[src/cmy_consts.vh]
// Constants for the calendar month and year counter stages
`ifndef CMY_CONSTS_VH
`define CMY_CONSTS_VH

// Register addresses on the special function register space
`define CMY_ADDR_W          20
`define CMY_MONTH_ADDR      20'hFFF97
`define CMY_YEAR_ADDR       20'hFFF98

// Reset values
`define CMY_MONTH_RESET     8'h01
`define CMY_YEAR_RESET      8'h00

// Counting ranges in BCD
`define CMY_MONTH_MIN       8'h01
`define CMY_MONTH_MAX       8'h12
`define CMY_YEAR_MIN        8'h00
`define CMY_YEAR_MAX        8'h99

// Field layout: month bits 7..5 always zero
`define CMY_MONTH_MASK      8'h1F
`define CMY_YEAR_MASK       8'hFF
`define CMY_UNITS_MSB       3
`define CMY_TENS_LSB        4
`define CMY_UNITS_NINE      4'h9

// Holding buffer reaches the counter within this many timekeeping clocks
`define CMY_XFER_TICKS      2

`endif

[src/cmy_calendar_month_year.v]
// Calendar month and year counters with buffered software access
//
// How it works
// RULE1: Month counts 1..12, advances on day overflow
// RULE2: Writes buffered, reach counter within two ticks
// RULE3: Pending month write beats a day overflow
// RULE4: Pending year write beats a month overflow
// RULE5: Month is BCD 01..12, bits 7..5 zero
// RULE6: Year is BCD 00..99, two digits
// RULE7: Year counts 0..99, advances on month overflow
// RULE8: Years divisible by four are leap years
// RULE9: Reset loads month with one
// RULE10: Reset loads year with zero
// RULE11: Software uses whole-byte accesses only
// RULE12: Software follows safe sequence while running
// RULE13: Month wraps 12 to 1, year 99 to 0
//
// The day stage and the timekeeping clock live outside. The timekeeping
// clock arrives as a one-cycle tick on core_clk; the day overflow is a
// one-cycle pulse on the same clock. Both stages count only while the
// run enable is high, but writes still transfer so software can preset
// the calendar before starting it.
`timescale 1ns/100ps
`default_nettype none

`include "cmy_consts.vh"

module cmy_calendar_month_year #(
  parameter ADDR_W = `CMY_ADDR_W
) (
  // Clock and reset
  input  wire              core_clk,
  input  wire              reset,
  // Timekeeping inputs
  input  wire              timekeeping_clock,
  input  wire              calendar_run_enable,
  input  wire              day_overflow,
  // Register access port, one byte per access
  input  wire [ADDR_W-1:0] sfr_addr,
  input  wire              sfr_wr,
  input  wire              sfr_rd,
  input  wire [7:0]        sfr_wdata,
  output reg  [7:0]        sfr_rdata,
  output reg               sfr_hit,
  // Calendar state
  output wire [7:0]        month_value,
  output wire [7:0]        year_value,
  output reg               leap_year,
  output wire              year_overflow,
  output wire              write_pending,
  output reg               bad_write
);

  // Address decode strobes
  wire       month_sel;
  wire       year_sel;
  wire       month_wr;
  wire       year_wr;

  // Stage outputs
  wire [7:0] month_q;
  wire [7:0] year_q;
  wire       month_carry;
  wire       year_carry;
  wire       month_pend;
  wire       year_pend;

  // Read path and checks
  reg  [7:0] rdata_d;
  reg        hit_d;
  reg        leap_d;
  reg        wdata_ok;
  reg  [3:0] wdata_tens;
  reg  [3:0] wdata_units;

  // Decode, only exact byte addresses respond
  assign month_sel = (sfr_addr == `CMY_MONTH_ADDR);
  assign year_sel  = (sfr_addr == `CMY_YEAR_ADDR);
  assign month_wr  = sfr_wr && month_sel;
  assign year_wr   = sfr_wr && year_sel;

  // Month stage; counts on the day overflow pulse
  cmy_bcd_stage #(
    .MIN_VAL   (`CMY_MONTH_MIN),
    .MAX_VAL   (`CMY_MONTH_MAX),
    .RESET_VAL (`CMY_MONTH_RESET),
    .VAL_MASK  (`CMY_MONTH_MASK)
  ) u_month (
    .core_clk  (core_clk),
    .reset     (reset),
    .tick      (timekeeping_clock),
    .run_en    (calendar_run_enable),
    .carry_in  (day_overflow),
    .wr_stb    (month_wr),
    .wr_data   (sfr_wdata),
    .value_q   (month_q),
    .carry_q   (month_carry),
    .pending_q (month_pend)
  ); // RULE1 RULE3 RULE5 RULE9 RULE13

  // Year stage; counts on the month wrap pulse
  cmy_bcd_stage #(
    .MIN_VAL   (`CMY_YEAR_MIN),
    .MAX_VAL   (`CMY_YEAR_MAX),
    .RESET_VAL (`CMY_YEAR_RESET),
    .VAL_MASK  (`CMY_YEAR_MASK)
  ) u_year (
    .core_clk  (core_clk),
    .reset     (reset),
    .tick      (timekeeping_clock),
    .run_en    (calendar_run_enable),
    .carry_in  (month_carry),
    .wr_stb    (year_wr),
    .wr_data   (sfr_wdata),
    .value_q   (year_q),
    .carry_q   (year_carry),
    .pending_q (year_pend)
  ); // RULE4 RULE6 RULE7 RULE10 RULE13

  assign month_value   = month_q;
  assign year_value    = year_q;
  assign year_overflow = year_carry;
  // High from a write until its value sits in the counter
  assign write_pending = month_pend || year_pend; // RULE2

  // Read mux; unmapped addresses read zero
  always @* begin
    rdata_d = 8'h00;
    hit_d   = 1'b0;
    if (month_sel) begin
      rdata_d = month_q & `CMY_MONTH_MASK; // RULE5
      hit_d   = 1'b1;
    end else if (year_sel) begin
      rdata_d = year_q; // RULE6
      hit_d   = 1'b1;
    end
  end

  // Leap year: BCD multiple of four, even tens with 0/4/8 or odd
  // tens with 2/6
  always @* begin
    if (year_q[`CMY_TENS_LSB])
      leap_d = (year_q[3:0] == 4'h2) || (year_q[3:0] == 4'h6);
    else
      leap_d = (year_q[3:0] == 4'h0) || (year_q[3:0] == 4'h4) ||
               (year_q[3:0] == 4'h8);
  end // RULE8

  // Write value check; the counter trusts software, this only flags it
  always @* begin
    wdata_tens  = sfr_wdata[7:`CMY_TENS_LSB];
    wdata_units = sfr_wdata[`CMY_UNITS_MSB:0];
    wdata_ok    = 1'b1;
    if (month_wr) begin
      wdata_ok = (sfr_wdata >= `CMY_MONTH_MIN) &&
                 (sfr_wdata <= `CMY_MONTH_MAX) &&
                 (wdata_units <= `CMY_UNITS_NINE);
    end else if (year_wr) begin
      wdata_ok = (wdata_tens <= `CMY_UNITS_NINE) &&
                 (wdata_units <= `CMY_UNITS_NINE);
    end
  end // RULE5 RULE6

  // Registered read data, leap flag and bad-write flag
  always @(posedge core_clk) begin
    if (reset) begin
      sfr_rdata <= 8'h00;
      sfr_hit   <= 1'b0;
      leap_year <= 1'b1;
      bad_write <= 1'b0;
    end else begin
      sfr_hit   <= sfr_rd && hit_d;
      leap_year <= leap_d;
      // Holding the last data keeps a slow reader stable
      if (sfr_rd)
        sfr_rdata <= rdata_d;
      // Sticky until the next accepted write of a legal value
      if (month_wr || year_wr)
        bad_write <= !wdata_ok;
    end
  end

endmodule

`default_nettype wire

[src/cmy_bcd_stage.v]
// One buffered BCD counter stage of the calendar (month or year)
`timescale 1ns/100ps
`default_nettype none

`include "cmy_consts.vh"

module cmy_bcd_stage #(
  parameter [7:0] MIN_VAL   = `CMY_YEAR_MIN,
  parameter [7:0] MAX_VAL   = `CMY_YEAR_MAX,
  parameter [7:0] RESET_VAL = `CMY_YEAR_RESET,
  parameter [7:0] VAL_MASK  = `CMY_YEAR_MASK
) (
  // Clock and reset
  input  wire       core_clk,
  input  wire       reset,
  // Timekeeping
  input  wire       tick,
  input  wire       run_en,
  input  wire       carry_in,
  // Software write
  input  wire       wr_stb,
  input  wire [7:0] wr_data,
  // Results
  output reg  [7:0] value_q,
  output reg        carry_q,
  output reg        pending_q
);

  reg [7:0] buffer_q;
  reg [7:0] value_d;
  reg       carry_d;

  // Next count: BCD increment with wrap from MAX back to MIN
  always @* begin
    value_d = value_q;
    carry_d = 1'b0;
    if (value_q == MAX_VAL) begin
      value_d = MIN_VAL;
      carry_d = 1'b1;
    end else if (value_q[`CMY_UNITS_MSB:0] == `CMY_UNITS_NINE) begin
      value_d = {value_q[7:`CMY_TENS_LSB] + 4'h1, 4'h0};
    end else begin
      value_d = {value_q[7:`CMY_TENS_LSB],
                 value_q[`CMY_UNITS_MSB:0] + 4'h1};
    end
  end

  // Holding buffer, transfer on the next timekeeping clock
  always @(posedge core_clk) begin
    if (reset) begin
      buffer_q  <= RESET_VAL;
      pending_q <= 1'b0;
      value_q   <= RESET_VAL;
      carry_q   <= 1'b0;
    end else begin
      carry_q <= 1'b0;
      if (wr_stb) begin
        // A fresh write restarts the wait, so the newest value wins
        buffer_q  <= wr_data & VAL_MASK;
        pending_q <= 1'b1;
      end else if (tick && pending_q) begin
        pending_q <= 1'b0;
      end
      if (tick && pending_q && !wr_stb) begin
        // Carry in this cycle is dropped in favour of the written value
        value_q <= buffer_q;
      end else if (carry_in && run_en && !pending_q) begin
        value_q <= value_d;
        carry_q <= carry_d;
      end
    end
  end

endmodule

`default_nettype wire

[config.mk]
export PLATFORM = sky130hd
export DESIGN_NAME = cmy_calendar_month_year
export DESIGN_NICKNAME = d
export VERILOG_FILES = /design/src/cmy_calendar_month_year.v /design/src/cmy_bcd_stage.v
export VERILOG_INCLUDE_DIRS = /design/src /design/src/src
export SDC_FILE = /design/constraint.sdc
export NUM_CORES = 1
export LEC_CHECK = 0
export ABC_AREA = 1
export BUFFER_PORTS_ARGS = -buffer_cell sky130_fd_sc_hd__clkbuf_2
export CORE_UTILIZATION = 54
export DETAILED_ROUTE_END_ITERATION = 10
export PLACE_DENSITY = 0.81
export SYNTH_ARGS = -nofsm -noshare
export SYNTH_HDL_FRONTEND = slang
export SYNTH_SLANG_ARGS = --single-unit
[constraint.sdc]
create_clock -name core_clk -period 3.2 [get_ports core_clk]
set_clock_uncertainty 0.1 [all_clocks]
set_input_delay 0.16 -clock core_clk [delete_from_list [all_inputs] [get_ports core_clk]]
set_output_delay 0.16 -clock core_clk [all_outputs]
set_load 0.005 [all_outputs]
==> results of run 1 <==
-- flip-flops by register name, indices dropped and copies added, names as in the netlist --
register / cells
bad_write: 1
leap_year: 1
u_month.pending_q: 1
u_month.carry_q: 1
u_year.buffer_q: 8
sfr_hit: 1
sfr_rdata: 8
u_year.pending_q: 1
u_year.carry_q: 1
u_month.value_q: 8
u_year.value_q: 8
u_month.buffer_q: 5
-- critical path, delay by kind of cell (launching register included) --
family	cells	cell delay (ns)
flops	1	0.43
buf+inv	2	0.21
simple gates	5	0.81
-- cell families after synthesis --
logic type	count (synthesis)
AO/OA/AOI/OAI	59
adder cells (fa/ha/maj)	4
flip-flops	44
AND/OR/NAND/NOR	200
buffers and inverters	61
XOR/XNOR	6
-- power groups by stage --
| stage | logic, W | registers, W | clock network (W) |
|---|---|---|---|
| after global placement | 0.000108 | 0.000574 | 0 |
| after CTS | 0.000111 | 0.000562 | 0.000334 |
| after global routing | 0.000125 | 0.000563 | 0.000360 |
| after floorplan | 0.0000613 | 0.000574 | 0 |
| final | 0.000111 | 0.000562 | 0.000330 |
| after detailed placement | 0.000110 | 0.000575 | 0 |
-- worst paths after layout --
kind,start,end,depth (start not counted)
setup reg to reg,u_year.value_q[3]$_SDFFE_PP0P_,u_year.value_q[5]$_SDFFE_PP0P_,7
setup / recovery,u_year.value_q[3]$_SDFFE_PP0P_,u_year.value_q[5]$_SDFFE_PP0P_,7
hold / removal,sfr_wdata[1],u_month.buffer_q[1]$_SDFFE_PP0P_,3
hold reg to reg,sfr_rdata[5]$_SDFFE_PP0P_,sfr_rdata[5]$_SDFFE_PP0P_,2
-- metrics by stage --
stage | instances | total power, W | utilization [%] | hold WS (ns)
floorplan | 374 | 0.000636 | - | 0.138
global placement | 483 | 0.000682 | 64.7 | 0.334
detailed placement | 483 | 0.000685 | 64.7 | 0.347
CTS | 490 | 0.00101 | 66.5 | 0.0390
global route | 490 | 0.00105 | 66.5 | 0.0571
finish | 490 | 0.00100 | 66.5 | 0.0380
-- cell usage in the layout, fill, tap and decap left out, types with 3 or more instances in the layout --
cell and n:
sky130_fd_sc_hd__nand3_1 35, sky130_fd_sc_hd__nand3_4 3, sky130_fd_sc_hd__nor2_2 4, sky130_fd_sc_hd__dfxtp_1 44, sky130_fd_sc_hd__o21ai_0 25, sky130_fd_sc_hd__nand2_1 91, sky130_fd_sc_hd__nand4_1 6, sky130_fd_sc_hd__xor2_1 5
sky130_fd_sc_hd__clkbuf_2 63, sky130_fd_sc_hd__nor3_1 7, sky130_fd_sc_hd__ha_1 4, sky130_fd_sc_hd__clkbuf_8 5, sky130_fd_sc_hd__inv_1 51, sky130_fd_sc_hd__o221ai_1 5, sky130_fd_sc_hd__a21oi_1 24, sky130_fd_sc_hd__nor2_1 40
-- layout make-up --
type                            instances  share of cell area [%]
Clock inverter                          1                   0.171
Multi-Input combinational cell        269                    47.2
Sequential cell                        44                    30.0
Tap cell                               52                    2.22
Inverter                               54                    6.95
Clock buffer                            6                    2.47
Timing Repair Buffer                   64                    11.0
-- layer usage --
layer / share of wire, % / vias up / GRT usage (%)
li1: - / 1333 / -
met1: 47 / 1166 / 32.5
met2: 47 / 95 / 42.1
met3: 5.1 / 4 / 4.18
met4: 0.62 / 0 / 6.89
met5: 0 / - / 0
==> summary.txt, run 1 <==
======================================================================================
Status .................................................................. finished, final reports clean
Part of the power in the clock network ..................................        32.9%
Maximum VDD drop ........................................................     0.186 mV
F_max ...................................................................      599 MHz
Vias ....................................................................         2598
Xor and xnor fraction of the mapped netlist area ........................        2.08%
Final count of pins violating max slew ..................................            0
Internal ................................................................   0.000747 W
Clock latency of the later-clocked register in the worst-skew pair ......      0.29 ns
Count of state elements after synthesis .................................           44
CTS root buf ............................................................ sky130_fd_sc_hd__clkbuf_8
Final antenna diode count ...............................................            0
Postcts setup bufs ......................................................            0
Clk pin slew, worst setup/hold paths ....................................      0.08 ns
Startpoint type of the worst setup path .................................         flop
Most numerous cell in the Yosys netlist ................................. sky130_fd_sc_hd__nand2_1
Classification of the worst setup path ..................................      reg2reg
Placed cell areas .......................................................     2860 µm²
Total overflow reported by the global router ............................            0
Pin slew with the least headroom to its limit ...........................     0.387 ns
Cell at the slowest stage of the critical path .......................... sky130_fd_sc_hd__dfxtp_1
Pwr dens ................................................................   342 nW/µm²
Longest Clk Path Bufs ...................................................            2
Largest family of logic cells by synthesized area ....................... simple AND/OR/NAND/NOR gates
Worst hold path type ....................................................       in2reg
Pin count of the biggest net entering global routing ....................           21
Input/output buffers ....................................................           63
Wire per inst ...........................................................      11.8 µm
Leakage .................................................................      1.46 nW
Area share of fa/ha/maj cells after synthesis ...........................        1.99%
Post-synth top area cell ................................................ sky130_fd_sc_hd__dfxtp_1
Async S/R FF share, synth ...............................................           0%
Area growth, synth to finish ............................................        16.4%
Combined area of the multi-input logic cells ............................     1380 µm²
Setup Viol. Count Final .................................................            0
Synthesis Warnings ......................................................            0
Post-synthesis compound-gate area fraction ..............................        13.1%
Die outline area ........................................................     4950 µm²
TritonCTS sink count ....................................................           44
Die extent in x .........................................................      70.3 µm
Starting density of the core ............................................        57.1%
Setup slack after placement .............................................      1.54 ns
First-pass DRT Iterations ...............................................            4
Via count of the first global-routing pass ..............................         2330
Leading register cell type out of synthesis ............................. sky130_fd_sc_hd__dfxtp_1
Post-Syn Nets ...........................................................          413
Ports ...................................................................           64
Synthesized instance count ..............................................          374
Cell chain of the critical path ......................................... inv_1 > nor3_1 > nand2_1 > nand2_1 > inv_1 > nor2_1 > nor2_1
Top post-synthesis cells by count ....................................... sky130_fd_sc_hd__nand2_1, sky130_fd_sc_hd__inv_1, sky130_fd_sc_hd__dfxtp_1
Storage element area ....................................................      881 µm²
Share of the yosys chip area belonging to registers .....................        34.9%
Final hold vios .........................................................            0
Post-synthesis mux area share ...........................................           0%
Placeable core area .....................................................     4410 µm²
Final worst-path cycle share ............................................        52.2%
Final net count .........................................................          477
Post-route minimum period ...............................................      1.67 ns
DRC violation count after routing .......................................            0
Headroom to the max-slew limit ..........................................        74.0%
Count of flip-flops with a built-in enable after synthesis ..............            0
Average footprint of a synthesized cell .................................     6.74 µm²
CTS Buf Count ...........................................................            5
Min setup slack post-route ..............................................      1.53 ns
Stage delay of the slowest cell on the critical path ....................      0.43 ns
Placement Rows ..........................................................           24
Final wirelength ........................................................      5770 µm
Post-DRT Antenna Nets ...................................................            0
Critical path peak fanout ...............................................            5
Number of distinct standard cells referenced by the synthesized netlist .           36
Die Height ..............................................................      70.3 µm
WP data required ........................................................      3.28 ns
Share of the synthesized area in the top cell type ......................        34.9%
Vias per inst ...........................................................         5.30
Estimated wirelength of the detail-placed design ........................      4430 µm
Number of max-capacitance violations reported ...........................            0
Capturing element type of the critical path .............................         flop
Global placement routability congestion .................................        0.857
Wire length of the first global-routing pass ............................     10000 µm
Number of instances resized during post-cts repair ......................            0
Initial antenna violation count .........................................            0
GRT Total Usage .........................................................        24.9%
Proportion of total power due to net switching ..........................        25.5%
Cts hold-fix bufs .......................................................            0
First DRT Iteration DRCs ................................................          197
Top post-synthesis cells by area ........................................ sky130_fd_sc_hd__dfxtp_1, sky130_fd_sc_hd__nand2_1, sky130_fd_sc_hd__inv_1, sky130_fd_sc_hd__nand3_1, sky130_fd_sc_hd__nor2_1
Share of synthesized cell area in and, or, nand and nor gates ...........        37.8%
Proportion of power drawn by combinational gates ........................        11.1%
Fillcell total ..........................................................          399
Part of the total power dissipated in sequential elements ...............        56.0%
Deepest level of the CTS H-tree .........................................            2
Setup repair after global routing missed its margin .....................        false
Fraction of layout instances using a drive strength above 1 .............        20.5%
Total Negative Setup Slacks .............................................         0 ns
Sw Pwr ..................................................................   0.000256 W
Final instance area .....................................................     2930 µm²
Slack of the worst reg-to-reg path ......................................      1.53 ns
Clock tree from TritonCTS ...............................................         done
Cell area after synthesis ...............................................     2520 µm²
Arrival time of data at the critical path endpoint ......................      1.75 ns
======================================================================================
No activity file was read; power rests on OpenSTA's default activity.
==> run 2: changes to the inputs <==
Settings changed: ABC_AREA 1 to 0, CORE_UTILIZATION 54 to 53, PLACE_DENSITY 0.81 to 0.8.
Clock period 3.2 ns to 1.6 ns, I/O delays scaled along.
==> run 2 against run 1 <==
Net effect: the flow now finishes with violations (setup timing); synthesized cell count down 20%; core utilization grew 7.8 points; power is 120% higher; via count grew 1.5%; clock-buffer cell count down 1; critical path depth fell by 3; clock power grew to 2.6 times the previous value; sequential share of layout area fell by 2.8 points; synthesized area decreased by 3.1%; design area up 11%.
==> summary.txt, run 2 <==
======================================================================================
Final hold vios .........................................................            0
TritonCTS sink count ....................................................           44
Met2 layer usage reported by global route ...............................        46.2%
Count of state elements after synthesis .................................           44
Async S/R FF share, synth ...............................................           0%
Final count of pins violating max slew ..................................            0
Headroom to the max-slew limit ..........................................        70.8%
Util after Layout .......................................................        74.3%
Via count of the first global-routing pass ..............................         2402
Critical path peak fanout ...............................................            5
Final antenna diode count ...............................................            0
Final worst-path cycle share ............................................         107%
CTS Buf Count ...........................................................            5
Starting density of the core ............................................        55.7%
Setup repair after global routing missed its margin .....................         true
Post-DRT Antenna Nets ...................................................            0
Highest-count cells in the layout ignoring fill and taps ................ sky130_fd_sc_hd__clkbuf_2, sky130_fd_sc_hd__dfxtp_1, sky130_fd_sc_hd__buf_4, sky130_fd_sc_hd__nand3_1, sky130_fd_sc_hd__a21oi_1
First-pass DRT Iterations ...............................................            4
Cell area after synthesis ...............................................     2440 µm²
Pin count of the biggest net entering global routing ....................           41
Die outline area ........................................................     4890 µm²
F_max ...................................................................      585 MHz
Leakage .................................................................      1.24 nW
Area growth, synth to finish ............................................        33.2%
Failing checks .......................................................... setup timing
Top post-synthesis cells by count ....................................... sky130_fd_sc_hd__dfxtp_1, sky130_fd_sc_hd__a21oi_1, sky130_fd_sc_hd__nand3_1
Met3 usage in global routing ............................................        4.33%
Average footprint of a synthesized cell .................................     8.20 µm²
Top post-synthesis cells by area ........................................ sky130_fd_sc_hd__dfxtp_1, sky130_fd_sc_hd__a21oi_1, sky130_fd_sc_hd__nand3_1, sky130_fd_sc_hd__o21ai_0, sky130_fd_sc_hd__nand4_1
Placement Rows ..........................................................           24
CTS root buf ............................................................ sky130_fd_sc_hd__clkbuf_8
Clk pin slew, worst setup/hold paths ....................................      0.09 ns
Most numerous cell in the Yosys netlist ................................. sky130_fd_sc_hd__dfxtp_1
Leading register cell type out of synthesis ............................. sky130_fd_sc_hd__dfxtp_1
Share of the yosys chip area belonging to registers .....................        36.0%
First DRT Iteration DRCs ................................................          186
Die Height ..............................................................      69.9 µm
Placeable core area .....................................................     4380 µm²
Deepest level of the CTS H-tree .........................................            2
Worst-case hold slack ...................................................    0.0810 ns
Clock tree from TritonCTS ...............................................         done
Wire per inst ...........................................................      15.0 µm
Global placement routability congestion .................................        0.893
Min setup slack post-route ..............................................    -0.109 ns
Clock latency of the later-clocked register in the worst-skew pair ......      0.30 ns
Final wirelength ........................................................      6620 µm
Vias per inst ...........................................................         5.96
Post-synth top area cell ................................................ sky130_fd_sc_hd__dfxtp_1
Number of distinct standard cells referenced by the synthesized netlist .           51
Worst hold path type ....................................................       in2reg
Setup Viol. Count Final .................................................            3
Vias ....................................................................         2636
Pwr dens ................................................................   665 nW/µm²
Fraction of layout instances using a drive strength above 1 .............        32.8%
Global-route layer with the greatest usage ..............................         met2
Longest Clk Path Bufs ...................................................            2
DRC violation count after routing .......................................            0
Estimated wirelength of the detail-placed design ........................      4710 µm
Classification of the worst setup path ..................................      reg2reg
Ports ...................................................................           64
GRT Total Usage .........................................................        27.3%
Number of max-capacitance violations reported ...........................            0
Input/output buffers ....................................................           63
Post-Syn Nets ...........................................................          337
Commonest non-fill, non-tap cell in the layout .......................... sky130_fd_sc_hd__clkbuf_2
Share of the synthesized area in the top cell type ......................        36.0%
WP data required ........................................................      1.74 ns
Wire length of the first global-routing pass ............................     10900 µm
Count of flip-flops with a built-in enable after synthesis ..............            0
Status .................................................................. complete, but fails checks
Pin slew with the least headroom to its limit ...........................     0.435 ns
Die extent in x .........................................................      69.9 µm
Synthesis Warnings ......................................................            0
Arrival time of data at the critical path endpoint ......................      1.85 ns
Initial antenna violation count .........................................            0
Maximum VDD drop ........................................................     0.366 mV
Synthesized instance count ..............................................          298
Met1 track utilization from global routing ..............................        35.0%
Total overflow reported by the global router ............................            0
Final net count .........................................................          428
Post-route minimum period ...............................................      1.71 ns
Capturing element type of the critical path .............................         flop
Startpoint type of the worst setup path .................................         flop
======================================================================================
## run 2: changes by cell type in the layout (fill, tap and decap cells not counted), sizes merged, moves of 8 or more
| cell | before | now |
|---|---|---|
| nand2 | 96 | 16 |
| inv | 52 | 6 |
| buf | 1 | 34 |
| nor2 | 45 | 17 |
| nand3 | 39 | 23 |
| nand4 | 6 | 16 |
| nor2b | 0 | 10 |
| dlygate4sd3 | 0 | 9 |
| mux2i | 0 | 8 |
## run 2: cells by family (layout without fill, tap and decap cells)
logic type / after synthesis / count (layout) / share of synthesized area [%]
AND/OR/NAND/NOR: 132 / 132 / 32.1
multiplexers: 12 / 12 / 5.12
flip-flops: 44 / 44 / 36.0
XOR/XNOR: 4 / 4 / 1.43
adder cells (fa/ha/maj): 4 / 4 / 2.05
AO/OA/AOI/OAI: 74 / 74 / 18.8
buffers and inverters: 28 / 120 / 4.40
## run 2: power by group
part / switching (W) / leakage, nW / internal [W]
logic: 0.000110 / 0.831 / 0.0000942
registers: 0.0000100 / 0.357 / 0.00110
clock network: 0.000385 / 0.0541 / 0.000462
## run 2: cell type report
cell class,instances,area (µm²)
timing repair buffer,106,661
inverter,6,22.5
multi-input combinational,226,1510
clock inverter,3,42.5
fill,339,1130
sequential,44,885
clock buffer,5,68.8
tap,52,65.1
## run 2: timing repair
action / in CTS / in global routing
setup buffers: 0 / 0
gates resized for setup: 3 / 10
setup endpoints to repair: 3 / 9
pin swaps: 1 / 0
endpoints found under the hold margin: 13 / 0
hold buffers: 9 / 0
## run 2: routing by layer
layer  share of wire (%)  vias up
met5                   0        -
li1                    -     1302
met1                  43     1222
met4                 1.4        0
met2                  50      103
met3                 5.6        9
## run 2: final timing paths
check | start | to | slack, ns | cells after the start
max reg2reg | u_year.value_q[1]$_SDFFE_PP0P_ | u_year.value_q[5]$_SDFFE_PP0P_ | -0.11 | 4
max | u_year.value_q[1]$_SDFFE_PP0P_ | u_year.value_q[5]$_SDFFE_PP0P_ | -0.11 | 4
min reg2reg | u_year.buffer_q[2]$_SDFFE_PP0P_ | u_year.value_q[2]$_SDFFE_PP0P_ | 0.35 | 2
min | sfr_rd | sfr_hit$_SDFF_PP0_ | 0.08 | 3
## run 2: metrics by stage
step	cells	worst slack [ns]	area, µm²	setup TNS [ns]	power (W)
detailed placement	425	-0.0837	3000	-0.257	0.00132
finish	442	-0.109	3260	-0.243	0.00217
global placement	425	-0.0180	3000	-0.0265	0.00132
global route	442	-0.147	3260	-0.379	0.00222
CTS	442	-0.0661	3210	-0.189	0.00217
floorplan	298	-0.174	2480	-0.461	0.00122
## run 2: critical path, cell delays in order, from the launching register on
cell                      delay, ns
sky130_fd_sc_hd__dfxtp_1       0.32
sky130_fd_sc_hd__or3b_4        0.42
sky130_fd_sc_hd__or4_4         0.49
sky130_fd_sc_hd__a21oi_2       0.15
sky130_fd_sc_hd__mux2_4        0.16
==> run 3: changes to the inputs <==
Settings changed: CORE_UTILIZATION 53 to 28, PLACE_DENSITY 0.8 to not set.
==> run 3 against run 2 <==
Net effect: the run still ends with setup timing left; clock power grew 2%; wire length grew 6.1%; sequential share of layout area shrank 0.57 points; register-to-register slack gained 0.04 ns; power is 0.83% higher; flip-flop and latch count stayed put; highest routed layer unchanged.
==> summary.txt, run 3 (synthesized netlist as in run 2, its figures left out) <==
=================================================================================
Status ............................................................. complete, but fails checks
Failing checks ..................................................... setup timing
Worst R2R Start .................................................... u_year.value_q[2]$_SDFFE_PP0P_
Final wirelength ...................................................      7020 µm
Longest Clk Path Bufs ..............................................            2
Clk pin slew, worst setup/hold paths ...............................      0.09 ns
Clock latency of the later-clocked register in the worst-skew pair .      0.30 ns
Hold Path Sink ..................................................... u_month.carry_q$_SDFF_PP0_
Power Total ........................................................    0.00218 W
Highest-count cells in the layout ignoring fill and taps ........... sky130_fd_sc_hd__clkbuf_2, sky130_fd_sc_hd__dfxtp_1, sky130_fd_sc_hd__buf_4, sky130_fd_sc_hd__a21oi_1, sky130_fd_sc_hd__nand3_1
Largest delay contributor family on the critical path .............. simple AND/OR/NAND/NOR gates
Setup Viol. Count Final ............................................            3
Final worst-path cycle share .......................................         105%
First-pass DRT Iterations ..........................................            4
Startpoint type of the worst setup path ............................         flop
Post-DRT Antenna Nets ..............................................            0
WP data required ...................................................      1.75 ns
First DRT Iteration DRCs ...........................................          114
Clock tree from TritonCTS ..........................................         done
Pwr dens ...........................................................   655 nW/µm²
Placeable core area ................................................     8340 µm²
Placement Rows .....................................................           33
Deepest level of the CTS H-tree ....................................            2
Met1 track utilization from global routing .........................        21.8%
Cell at the slowest stage of the critical path ..................... sky130_fd_sc_hd__or4_4
Vias per inst ......................................................         5.21
Number of max-capacitance violations reported ......................            0
Critical path peak fanout ..........................................            6
CTS Buf Count ......................................................            5
Fraction of layout instances using a drive strength above 1 ........        32.2%
Setup repair after global routing missed its margin ................         true
Final count of pins violating max slew .............................            0
Stage delay of the slowest cell on the critical path ...............      0.50 ns
TritonCTS sink count ...............................................           44
Estimated wirelength of the detail-placed design ...................      5280 µm
Arrival time of data at the critical path endpoint .................      1.82 ns
Capturing element type of the critical path ........................         flop
GRT Total Usage ....................................................        16.2%
Worst hold path type ...............................................       in2reg
Total overflow reported by the global router .......................            0
Die Height .........................................................      95.4 µm
Post-route minimum period ..........................................      1.67 ns
Final net count ....................................................          429
Pin count of the biggest net entering global routing ...............           41
Vias ...............................................................         2585
Leakage ............................................................      1.25 nW
Util after Layout ..................................................        39.9%
Global placement routability congestion ............................        0.848
Reg2reg end ........................................................ u_year.value_q[5]$_SDFFE_PP0P_
Worst hold path cell count .........................................            3
CTS root buf ....................................................... sky130_fd_sc_hd__clkbuf_8
Starting density of the core .......................................        29.3%
Maximum VDD drop ...................................................     0.310 mV
Critical path buffer and inverter count ............................            0
Startpoint of the worst hold path .................................. day_overflow
Total Negative Setup Slacks ........................................    -0.185 ns
Min setup slack post-route .........................................   -0.0730 ns
Die extent in x ....................................................      95.4 µm
Final hold vios ....................................................            0
Pin slew with the least headroom to its limit ......................     0.544 ns
F_max ..............................................................      598 MHz
Wire per inst ......................................................      14.2 µm
Area growth, synth to finish .......................................        36.3%
Met3 usage in global routing .......................................        2.71%
DRC violation count after routing ..................................            0
Initial antenna violation count ....................................            0
Classification of the worst setup path .............................      reg2reg
Commonest non-fill, non-tap cell in the layout ..................... sky130_fd_sc_hd__clkbuf_2
Final antenna diode count ..........................................            0
Wire length of the first global-routing pass .......................     11600 µm
Ports ..............................................................           64
Cell count of the worst reg-to-reg path ............................            4
Input/output buffers ...............................................           63
Cell chain of the critical path .................................... or3b_4 > or4_4 > a21oi_2 > mux2_2
Via count of the first global-routing pass .........................         2400
Global-route layer with the greatest usage .........................         met2
Slack of the worst reg-to-reg path .................................     -0.07 ns
Met2 layer usage reported by global route ..........................        26.6%
Die outline area ...................................................     9100 µm²
Headroom to the max-slew limit .....................................        63.7%
=================================================================================
-- run 3: cell count changes in the layout (fill, tap and decap cells not counted), sizes merged --
cell / change
clkbuf: -2
buf: +3
-- run 3: worst max path at each step --
stage,slack [ns],endpoint,cells past startpoint,startpoint
finish,-0.07,u_year.value_q[5]$_SDFFE_PP0P_,4,u_year.value_q[2]$_SDFFE_PP0P_
global route,-0.11,u_year.value_q[5]$_SDFFE_PP0P_,4,u_year.value_q[2]$_SDFFE_PP0P_
CTS,-0.07,u_year.value_q[5]$_SDFFE_PP0P_,4,u_year.value_q[1]$_SDFFE_PP0P_
detailed placement,-0.09,u_year.value_q[5]$_SDFFE_PP0P_,4,u_year.value_q[1]$_SDFFE_PP0P_
global placement,-0.03,u_year.value_q[4]$_SDFFE_PP0P_,6,u_year.value_q[5]$_SDFFE_PP0P_
floorplan,-0.17,u_year.value_q[6]$_SDFFE_PP0P_,6,u_year.value_q[2]$_SDFFE_PP0P_
-- run 3: layer usage --
layer  vias to the layer above  part of all wire, %
met5                         -                    0
met4                         0                 0.81
met3                         5                  4.9
met2                        81                   46
met1                      1198                   49
li1                       1301                    -
-- run 3: metrics by stage --
| stage | setup slack (ns) | hold WS, ns | instance area, µm² | cells |
|---|---|---|---|---|
| after floorplan | -0.174 | 0.128 | 2480 | 298 |
| final | -0.0730 | 0.0773 | 3330 | 496 |
| after global placement | -0.0300 | 0.259 | 3090 | 479 |
| after detailed placement | -0.0939 | 0.254 | 3090 | 479 |
| after CTS | -0.0678 | 0.0827 | 3310 | 497 |
| after global routing | -0.109 | 0.125 | 3330 | 496 |
-- run 3: area by class of cell --
type / instances / area, µm²
Multi-Input combinational cell: 226 / 1490
Sequential cell: 44 / 886
Clock buffer: 5 / 68.8
Fill cell: 905 / 5010
Clock inverter: 3 / 42.5
Timing Repair Buffer: 107 / 686
Inverter: 6 / 22.5
Tap cell: 105 / 131
-- run 3: where the power goes --
part	switching (W)	internal, W	total, W	leakage (nW)
sequential	0.00000978	0.00110	0.00111	0.358
combinational	0.000109	0.0000941	0.000203	0.835
clock	0.000403	0.000462	0.000866	0.0541
total	0.000522	0.00166	0.00218	1.25
-- run 3: worst reg2reg max path, stage by stage, from the launching register on --
cell,delay (ns)
sky130_fd_sc_hd__dfxtp_2,0.33
sky130_fd_sc_hd__or3b_4,0.42
sky130_fd_sc_hd__or4_4,0.50
sky130_fd_sc_hd__a21oi_2,0.14
sky130_fd_sc_hd__mux2_2,0.15
-- run 3: timing repair --
action                                  CTS  global route
hold buffers                              9             0
endpoints found under the setup margin    3            11
setup buffers                             1             1
pin swaps                                 2             3
resized for setup                         6             4
hold endpoints to repair                 12             0
